[src/tgf_consts.svh]
// constants for the transmit gfc and nibble input ports
`ifndef TGF_CONSTS_SVH
`define TGF_CONSTS_SVH

`define TGF_CHANNELS      3
`define TGF_CLK_PERIOD_NS 10
`define TGF_PORT_HALF_NS  60
`define TGF_GFC_BITS      4
`define TGF_SYNC_W        15
`define TGF_PINS_PER_CH   5
`define TGF_POS_GFC       0
`define TGF_POS_NIB_LO    1
`define TGF_POS_NIB_B3    4

`endif

[src/tgf_pkg.sv]
// types for the transmit gfc and nibble input ports
`include "tgf_consts.svh"

package tgf_pkg;

    typedef enum logic [2:0] {
        TGF_MODE_ATM_DIRECT,
        TGF_MODE_ATM_PLCP,
        TGF_MODE_CLEAR_NIBBLE,
        TGF_MODE_CLEAR_SERIAL,
        TGF_MODE_HDLC,
        TGF_MODE_PPP
    } tgf_mode_t;

    typedef struct packed {
        logic [3:0] div;
        logic       gfc_clk;
        logic       busy;
        logic [2:0] cnt;
        logic [3:0] shift;
        logic       marker;
        logic [3:0] gfc_value;
        logic       gfc_valid;
        logic [3:0] nib_div;
        logic       nib_clk;
        logic [3:0] nibble;
        logic       nib_valid;
        logic       pkt_bit3;
        logic       poh_en;
    } tgf_chan_t;

    typedef struct packed {
        tgf_chan_t [2:0] ch;
    } tgf_state_t;

    typedef struct packed {
        logic [`TGF_SYNC_W-1:0] s1;
        logic [`TGF_SYNC_W-1:0] s2;
        logic [`TGF_SYNC_W-1:0] s3;
        logic [`TGF_SYNC_W-1:0] out;
    } tgf_sync_t;

endpackage : tgf_pkg

[src/tgf_pin_sync.sv]
// three-stage pin synchroniser with agreement filter
`timescale 1ns/1ps
`include "tgf_consts.svh"

module tgf_pin_sync (
    // clock and reset
    input  wire logic                   clk,
    input  wire logic                   reset_n,
    // pins in, filtered levels out
    input  wire logic [`TGF_SYNC_W-1:0] pins,
    output logic      [`TGF_SYNC_W-1:0] levels
);

    tgf_pkg::tgf_sync_t q, d;

    always_comb begin
        d    = q;
        d.s1 = pins;
        d.s2 = q.s1;
        d.s3 = q.s2;
        // a bit only moves once the second and third stage agree
        for (int i = 0; i < `TGF_SYNC_W; i++) begin
            if (q.s2[i] == q.s3[i]) begin
                d.out[i] = q.s3[i];
            end
        end
    end

    always_ff @(posedge clk) begin
        if (!reset_n) begin
            q <= '0;
        end else begin
            q <= d;
        end
    end

    assign levels = q.out;

endmodule : tgf_pin_sync

[src/tgf_tx_ports.sv]
// transmit gfc serial port and nibble input for three channels
`timescale 1ns/1ps
`include "tgf_consts.svh"

module tgf_tx_ports (
    // clock and reset
    input  wire logic                          clk,
    input  wire logic                          reset_n,
    // per-channel operating mode
    input  wire tgf_pkg::tgf_mode_t [2:0]      chan_mode,
    // gfc request from the cell builder, one-cycle pulse
    input  wire logic [2:0]                    gfc_fetch_start,
    // gfc serial port pins
    input  wire logic [2:0]                    gfc_serial_in,
    output logic      [2:0]                    gfc_demand_clock,
    output logic      [2:0]                    gfc_first_bit_marker,
    // captured gfc field
    output logic      [2:0][3:0]               gfc_value,
    output logic      [2:0]                    gfc_value_valid,
    // nibble input pins
    input  wire logic [2:0][2:0]               payload_nibble_low,
    input  wire logic [2:0]                    payload_nibble_bit3,
    output logic      [2:0]                    payload_nibble_clock,
    // sampled nibble and alternate pin meanings
    output logic      [2:0][3:0]               nibble_out,
    output logic      [2:0]                    nibble_valid,
    output logic      [2:0]                    packet_data_bit3,
    output logic      [2:0]                    path_overhead_insert_enable
);

    // ------------------------------------------------------------
    // timing
    // ------------------------------------------------------------
    // half period rounded down so the port clock is never slower than asked
    localparam int         HALF_CYC = (`TGF_PORT_HALF_NS / `TGF_CLK_PERIOD_NS) < 1 ? 1 :
                                      (`TGF_PORT_HALF_NS / `TGF_CLK_PERIOD_NS);
    localparam logic [3:0] HALF_M1  = 4'(HALF_CYC - 1);
    localparam logic [2:0] LAST_BIT = 3'(`TGF_GFC_BITS);

    function automatic logic is_atm(input tgf_pkg::tgf_mode_t m);
        return (m == tgf_pkg::TGF_MODE_ATM_DIRECT) || (m == tgf_pkg::TGF_MODE_ATM_PLCP);
    endfunction : is_atm

    function automatic logic nib_clk_on(input tgf_pkg::tgf_mode_t m);
        return (m == tgf_pkg::TGF_MODE_CLEAR_NIBBLE) || (m == tgf_pkg::TGF_MODE_HDLC);
    endfunction : nib_clk_on

    // ------------------------------------------------------------
    // pin synchronisers
    // ------------------------------------------------------------
    logic [`TGF_SYNC_W-1:0] pins;
    logic [`TGF_SYNC_W-1:0] sync;

    always_comb begin
        for (int c = 0; c < `TGF_CHANNELS; c++) begin
            pins[c*`TGF_PINS_PER_CH + `TGF_POS_GFC]         = gfc_serial_in[c];
            pins[c*`TGF_PINS_PER_CH + `TGF_POS_NIB_LO +: 3] = payload_nibble_low[c];
            pins[c*`TGF_PINS_PER_CH + `TGF_POS_NIB_B3]      = payload_nibble_bit3[c];
        end
    end

    tgf_pin_sync u_sync (
        .clk     (clk),
        .reset_n (reset_n),
        .pins    (pins),
        .levels  (sync)
    );

    // ------------------------------------------------------------
    // channel state
    // ------------------------------------------------------------
    tgf_pkg::tgf_state_t q, d;

    always_comb begin
        d = q;
        for (int c = 0; c < `TGF_CHANNELS; c++) begin
            d.ch[c].gfc_valid = 1'b0;
            d.ch[c].nib_valid = 1'b0;

            // gfc demand clock: runs only for a fetch in atm mode
            if (!is_atm(chan_mode[c])) begin
                d.ch[c].busy    = 1'b0;
                d.ch[c].gfc_clk = 1'b0;
                d.ch[c].div     = '0;
                d.ch[c].cnt     = '0;
            end else if (!q.ch[c].busy) begin
                if (gfc_fetch_start[c]) begin
                    d.ch[c].busy = 1'b1;
                    d.ch[c].div  = '0;
                    d.ch[c].cnt  = '0;
                end
            end else if (q.ch[c].div == HALF_M1) begin
                d.ch[c].div     = '0;
                d.ch[c].gfc_clk = ~q.ch[c].gfc_clk;
                if (!q.ch[c].gfc_clk) begin
                    // rising edge: the bit was set up on the previous fall, the first bit at marker start
                    d.ch[c].shift = {q.ch[c].shift[2:0],
                                     sync[c*`TGF_PINS_PER_CH + `TGF_POS_GFC]};
                    d.ch[c].cnt   = q.ch[c].cnt + 3'h1;
                    if (q.ch[c].cnt == LAST_BIT - 3'h1) begin
                        d.ch[c].gfc_value = {q.ch[c].shift[2:0],
                                             sync[c*`TGF_PINS_PER_CH + `TGF_POS_GFC]};
                        d.ch[c].gfc_valid = 1'b1;
                    end
                end else if (q.ch[c].cnt == LAST_BIT) begin
                    // finish on a fall so the far side sees a whole last period
                    d.ch[c].busy = 1'b0;
                end
            end else begin
                d.ch[c].div = q.ch[c].div + 4'h1;
            end
            // msb period: from fetch start until the first fall
            d.ch[c].marker = d.ch[c].busy && (d.ch[c].cnt == 3'h0 ||
                             (d.ch[c].cnt == 3'h1 && d.ch[c].gfc_clk));

            // nibble clock: free running in clear nibble and hdlc modes
            if (!nib_clk_on(chan_mode[c])) begin
                d.ch[c].nib_clk = 1'b0;
                d.ch[c].nib_div = '0;
            end else if (q.ch[c].nib_div == HALF_M1) begin
                d.ch[c].nib_div = '0;
                d.ch[c].nib_clk = ~q.ch[c].nib_clk;
                if (q.ch[c].nib_clk) begin
                    // falling edge: take all four bits in one go in clear nibble mode, bit 3 alone in hdlc
                    if (chan_mode[c] == tgf_pkg::TGF_MODE_CLEAR_NIBBLE) begin
                        d.ch[c].nibble    = {sync[c*`TGF_PINS_PER_CH + `TGF_POS_NIB_B3],
                                             sync[c*`TGF_PINS_PER_CH + `TGF_POS_NIB_LO +: 3]};
                        d.ch[c].nib_valid = 1'b1;
                    end else begin
                        d.ch[c].pkt_bit3  = sync[c*`TGF_PINS_PER_CH + `TGF_POS_NIB_B3];
                    end
                end
            end else begin
                d.ch[c].nib_div = q.ch[c].nib_div + 4'h1;
            end

            // overhead insert enable is a level, only meaningful in plcp mode
            d.ch[c].poh_en = (chan_mode[c] == tgf_pkg::TGF_MODE_ATM_PLCP) &&
                             sync[c*`TGF_PINS_PER_CH + `TGF_POS_NIB_B3];
        end
    end

    always_ff @(posedge clk) begin
        if (!reset_n) begin
            q <= '0;
        end else begin
            q <= d;
        end
    end

    // ------------------------------------------------------------
    // outputs
    // ------------------------------------------------------------
    always_comb begin
        for (int c = 0; c < `TGF_CHANNELS; c++) begin
            gfc_demand_clock[c]            = q.ch[c].gfc_clk;
            gfc_first_bit_marker[c]        = q.ch[c].marker;
            gfc_value[c]                   = q.ch[c].gfc_value;
            gfc_value_valid[c]             = q.ch[c].gfc_valid;
            payload_nibble_clock[c]        = q.ch[c].nib_clk;
            nibble_out[c]                  = q.ch[c].nibble;
            nibble_valid[c]                = q.ch[c].nib_valid;
            packet_data_bit3[c]            = q.ch[c].pkt_bit3;
            path_overhead_insert_enable[c] = q.ch[c].poh_en;
        end
    end
endmodule : tgf_tx_ports

[config.mk]
export PLATFORM = sky130hd
export DESIGN_NAME = tgf_tx_ports
export DESIGN_NICKNAME = d
export VERILOG_FILES = /design/src/tgf_pkg.sv /design/src/tgf_pin_sync.sv /design/src/tgf_tx_ports.sv
export VERILOG_INCLUDE_DIRS = /design/src
export SDC_FILE = /design/constraint.sdc
export NUM_CORES = 1
export LEC_CHECK = 0
export BUFFER_PORTS_ARGS = -buffer_cell sky130_fd_sc_hd__buf_4
export CELL_PAD_IN_SITES_DETAIL_PLACEMENT = 0
export CELL_PAD_IN_SITES_GLOBAL_PLACEMENT = 2
export CORE_ASPECT_RATIO = 2
export CORE_MARGIN = 3
export CORE_UTILIZATION = 32
export DETAILED_ROUTE_END_ITERATION = 8
export GPL_ROUTABILITY_DRIVEN = 0
export PLACE_DENSITY_LB_ADDON = 0.1
export SLEW_MARGIN = 25
export SYNTH_ARGS = -nofsm -noshare
export SYNTH_HDL_FRONTEND = slang
export SYNTH_SLANG_ARGS = --single-unit
export TNS_END_PERCENT = 5
[constraint.sdc]
create_clock -name clk -period 2 [get_ports clk]
set_clock_uncertainty 0.15 [all_clocks]
set_input_delay 0.2 -clock clk [delete_from_list [all_inputs] [get_ports clk]]
set_output_delay 0.2 -clock clk [all_outputs]
set_load 0.005 [all_outputs]
* Yosys cells after proc, flatten, opt, wreduce, memory -nomap -nowiden
Index checks and enable logic that the tools add are counted.
Storage, ports and cells: input bits 29, flip-flop bits (word level) 153, logic and storage cells 223
Cells by class: reductions and logical operators 54, equality and inequality tests 39, bitwise logic cells 22, $add $sub $neg 9, mux-type cells 39
Operator list (count):
- $mux 4 | 15
- $reduce_and 4->1 | 12
- $mux 9 | 3
- $add 4x1->4 const B | 6
- $eq 4x3->1 const B | 6
- $not 1->1 | 22
- $mux 7 | 3
- $eq 3x1->1 const B | 6
- $eq 3x2->1 const B | 6
- $eq 3x3->1 const B | 6
- $logic_not 3->1 | 6
- $eq 1x1->1 | 15
- $mux 1 | 15
- $mux 5 | 3
- $reduce_and 5->1 | 3
- $reduce_or 5->1 | 3
- $reduce_and 2->1 | 6
- $add 3x1->3 const B | 3
- $logic_and 1x1->1 | 9
- $logic_or 1x1->1 | 9
- $reduce_or 3->1 | 3
- $reduce_bool 2->1 | 3

* Logic depth before layout (Yosys ltp)
word-level depth 10, gate-level depth with buffers 10, mapped depth without buffers 10

* Cells and area by module
From an unflattened synthesis, not the netlist that was laid out.
Second synthesis, totals: cells, all modules 640, area total of the unflattened synthesis 6172.2 um^2
By module, submodules not included:
- tgf_tx_ports | cells an instance 469, instances 1, area an instance 4297.9 um^2, seq. area each 1801.7 um^2
- tgf_pin_sync | cells an instance 171, instances 1, area an instance 1874.3 um^2, seq. area each 1201.2 um^2

* Worst setup path before layout
Ideal clock, no wire load.
path type register to register, from reg q[39] (netlist name), to reg q, in the netlist nibble_out[4], required time 1.734 ns, data arrival time 1.596 ns, clock period less this slack 1.862 ns, path slack 0.138 ns, cell stages (with the launch flop) 7, cells stage by stage dfxtp_1 > ha_1 > nand3b_4 > or3b_4 > nor3b_4 > mux2i_1 > nor2b_1
Between the ends: word-level cells in the longest chain between the ends 2
Ends and longest elaborated chain:
- from (decl) | line tgf_tx_ports.sv:72 | tgf_pkg::tgf_state_t q, d;
- from (signal assigned) | line tgf_tx_ports.sv:145 | q <= '0;
- from (signal assigned) | line tgf_tx_ports.sv:147 | q <= d;
- $eq 4x3->1 | line tgf_tx_ports.sv:120 | end else if (q.ch[c].nib_div == HALF_M1) begin
- $reduce_and 4->1 (no source line)
No other way between the ends. A chain may end at the register's enable or synchronous reset.

* Worst setup path after layout
from reg q[40] (netlist name), to reg q, in the netlist nibble_out[5]
Same word-level chain as after synthesis.

==> impl_metrics.py <==
metrics = {
    "sta": {
        "fin_crit_sh_pct": 96.0,
        "hold_slack_ps": 20.7,
        "fmax_mhz": 521,
        "fin_crit_ps": 1920,
        "worst_slew_pin_slew_ps": 618,
        "fin_ws_ps": 79.9,
        "slew_headroom_pct": 58.6,
        "finalSetupViolCount": 0,
        "hold_viol": 0,
        "drv_slew": 0,
    },
    "clock_tree": {
        "path_clk_slew_ps": 60,
        "cts_buffers": 17,
        "htree_levels": 4,
        "cts_tree": "yes",
        "ctsRootBufferMaster": "clkbuf_16",
        "ctsLongestPathBuffers": 2,
        "cts.sinks": 150,
        "insertion_delay_ps": 420,
    },
    "layout": {
        "n_antenna_cell": 0,
        "fin_util_pct": 41.6,
        "fin_area_mm2": 0.00770,
        "layout-drive-gt1-share_pct": 22.3,
        "syn_to_final_growth_pct": 26.2,
        "fin_nets": 759,
    },
    "global_route": {
        "antenna_found_initial": 0,
        "grt_pass1_wl_mm": 20.2,
        "grt_pass1_vias": 4223,
        "grt_max_degree": 45,
        "grtUsageTotal_pct": 12.1,
        "grt.overflow.total": 0,
    },
    "synth": {
        "syn_area_mm2": 0.00610,
        "postSynthRegisterBits": 150,
        "syn_inst": 629,
        "synth.yosys.seq_area_share_pct": 49.3,
        "syn_area_per_cell_um2": 9.69,
        "synth_edf_count": 0,
        "yosysWarningCount": 0,
        "yosys_most_used_dff": "dfxtp_1",
        "ys_types": 44,
        "synth-async-reset-ratio_pct": 0,
        "syn_nets": 682,
    },
    "status": {
        "status": "finished clean",
    },
    "power": {
        "clkPwrFrac_pct": 51.8,
        "leakage_nw": 3.03,
        "p_switching_mw": 1.41,
        "ir_worst_vdd_mv": 0.599,
        "intPower_mw": 5.43,
        "power_density_mw_per_mm2": 889,
        "switching_share_pct": 20.6,
        "combPwrFrac_pct": 3.5,
        "p_seq_share_pct": 44.7,
    },
    "placed_design": {
        "placed_cell_area_mm2": 0.00673,
        "post-place-ws_ps": -60.8,
        "dpl.hpwl_mm": 8.85,
        "io_buffers": 73,
    },
    "detailed_routing": {
        "drc_errors": 0,
        "drtPass1Iterations": 4,
        "postRouteAntennaNets": 0,
        "via_per_inst": 4.34,
        "wire_per_inst_um": 12.5,
        "finalWirelength_mm": 12.2,
        "drt_iter0_drc": 114,
        "num_vias": 4211,
    },
    "critical_path": {
        "crit_type": "reg -> reg",
        "cp.required_ps": 2160,
        "crit_path_end_kind": "register",
        "crit_path_max_fanout": 4,
        "arrival_ps": 2080,
        "worstPathCellList": "inv_2, ha_2, nand3b_4, or3b_4, nor3b_4, buf_6, mux2i_1, nor2b_1",
        "cpPeakStageDelay_ps": 400,
        "slowest_stage": "or3b_4",
        "cp-start-kind": "register",
    },
    "floorplanning": {
        "die_h_um": 201,
        "initial_utilization_pct": 33.0,
        "die_w_um": 104,
        "die_area_mm2": 0.0208,
        "core_mm2": 0.0185,
        "ios": 74,
        "num_rows": 70,
    },
    "min_path": {
        "hp-class": "in -> reg",
    },
    "job": {
        "cap_viol_max_count": 0,
    },
}
==> synthesized netlist by cell type (4+ instances only) <==
library cell | count | area, um^2
dfxtp_1 | 150 | 3000
nor3b_1 | 4 | 30.0
xnor2_1 | 7 | 61.3
nand3_1 | 21 | 105
nor2b_1 | 26 | 163
a21boi_0 | 28 | 210
ha_1 | 24 | 300
a21oi_1 | 15 | 75.1
and2_1 | 47 | 294
buf_4 | 45 | 338
nor2_1 | 52 | 195
clkbuf_1 | 20 | 75.1
nand2_1 | 49 | 184
nor3_1 | 7 | 35.0
xor2_1 | 6 | 52.6
nand3b_1 | 7 | 52.6
inv_1 | 24 | 90.1
mux2i_1 | 27 | 270
o21ai_0 | 23 | 115
==> metal layers <==
layer,track usage [%],part of all wire [%]
met1,12.2,40
met2,22.8,55
met3,3.31,3.6
met4,5.42,1.7
met5,0,0
==> flip-flops by register name, summed over array words and instances, names as in the netlist, 12 cells and up <==
signal,flops
u_sync.q,15
u_sync.levels,15
gfc_value,12
u_sync.d,30
nibble_out,12
q,45
==> worst paths after layout <==
check,start,end,slack (ps),cells past startpoint
setup / recovery,q[40],nibble_out[5],80,8
hold / removal,chan_mode[5],gfc_value_valid[1],20,4
setup reg to reg,q[40],nibble_out[5],80,8
hold reg to reg,u_sync.d[39],u_sync.d[24],280,1
==> layout by cell type (no fill, tap or decap), drive strengths merged, types with 2 or more instances in the layout <==
cell         Yosys  layout
dfxtp          150     150
nand3b           9       9
nor2            52      52
and2            49      49
and3b            2       2
bufinv           0       5
a21boi          28      28
o21ai           23      23
nor3             7       7
clkinv           0       6
nand4b           3       3
a22oi            3       3
ha              24      24
nor3b            7       7
dlygate4sd3      0      23
nand3           21      21
mux2i           27      27
nor2b           26      26
and3             3       3
xor2             6       6
and4bb           2       2
a21o             3       3
and4b            3       3
clkbuf          20      18
a311oi           2       2
or3b             3       3
buf             45     100
nand2           49      49
inv             24      26
nor4             3       3
xnor2            7       7
a21oi           15      15
nand4            2       2
==> layout make-up <==
type                    instances  area, um^2
fillers                      1821       10800
clock buffers                  18         439
well taps                     252         315
multi-input cells             390        2620
repair buffers                123         997
flip-flops and latches        150        3010
clock inverters                14         224
inverters                      24        90.1
==> worst max-delay path, delay by kind of cell (launching register included) <==
family	cells	cell delay, ps
and+or+nand+nor	4	770
DFF	1	330
muxes	1	180
buffers and inverters	2	200
adders and majority gates	1	180
==> stage by stage <==
stage               std cells  setup TNS [ps]  total power [mW]
floorplan                 629               0              3.23
global placement          911           -6.10              3.33
finish                    971               0              6.84
CTS                       967               0              6.98
global route              971           -79.2              7.10
detailed placement        911           -72.9              3.33
==> power by group through the flow <==
stage | Sequential [mW] | Clock, mW | Combinational (mW)
global placement | 3.12 | 0 | 0.206
floorplan | 3.12 | 0 | 0.113
CTS | 3.06 | 3.68 | 0.246
detailed placement | 3.12 | 0 | 0.209
global route | 3.06 | 3.77 | 0.269
finish | 3.06 | 3.54 | 0.241
==> repair_timing <==
action / CTS / global route
gates cloned: 0 / 0
pin swaps: 1 / 6
gates resized for setup: 2 / 13
setup endpoints to repair: 5 / 15
endpoints found under the hold margin: 37 / 0
buffers inserted: 1 / 4
hold buffers: 23 / 0
==> kinds of logic (layout without fill, tap and decap cells) <==
logic type / after synthesis / after routing / synth area share, %
DFF: 150 / 150 / 49.3
AOI/OAI and AO/OA: 81 / 81 / 8.58
and+or+nand+nor: 244 / 244 / 22.5
xor gates and xnor gates: 13 / 13 / 1.87
buffers and inverters: 89 / 179 / 8.25
adders and majority gates: 24 / 24 / 4.93
muxes: 28 / 28 / 4.62
Power figures use the tool's default switching activity.
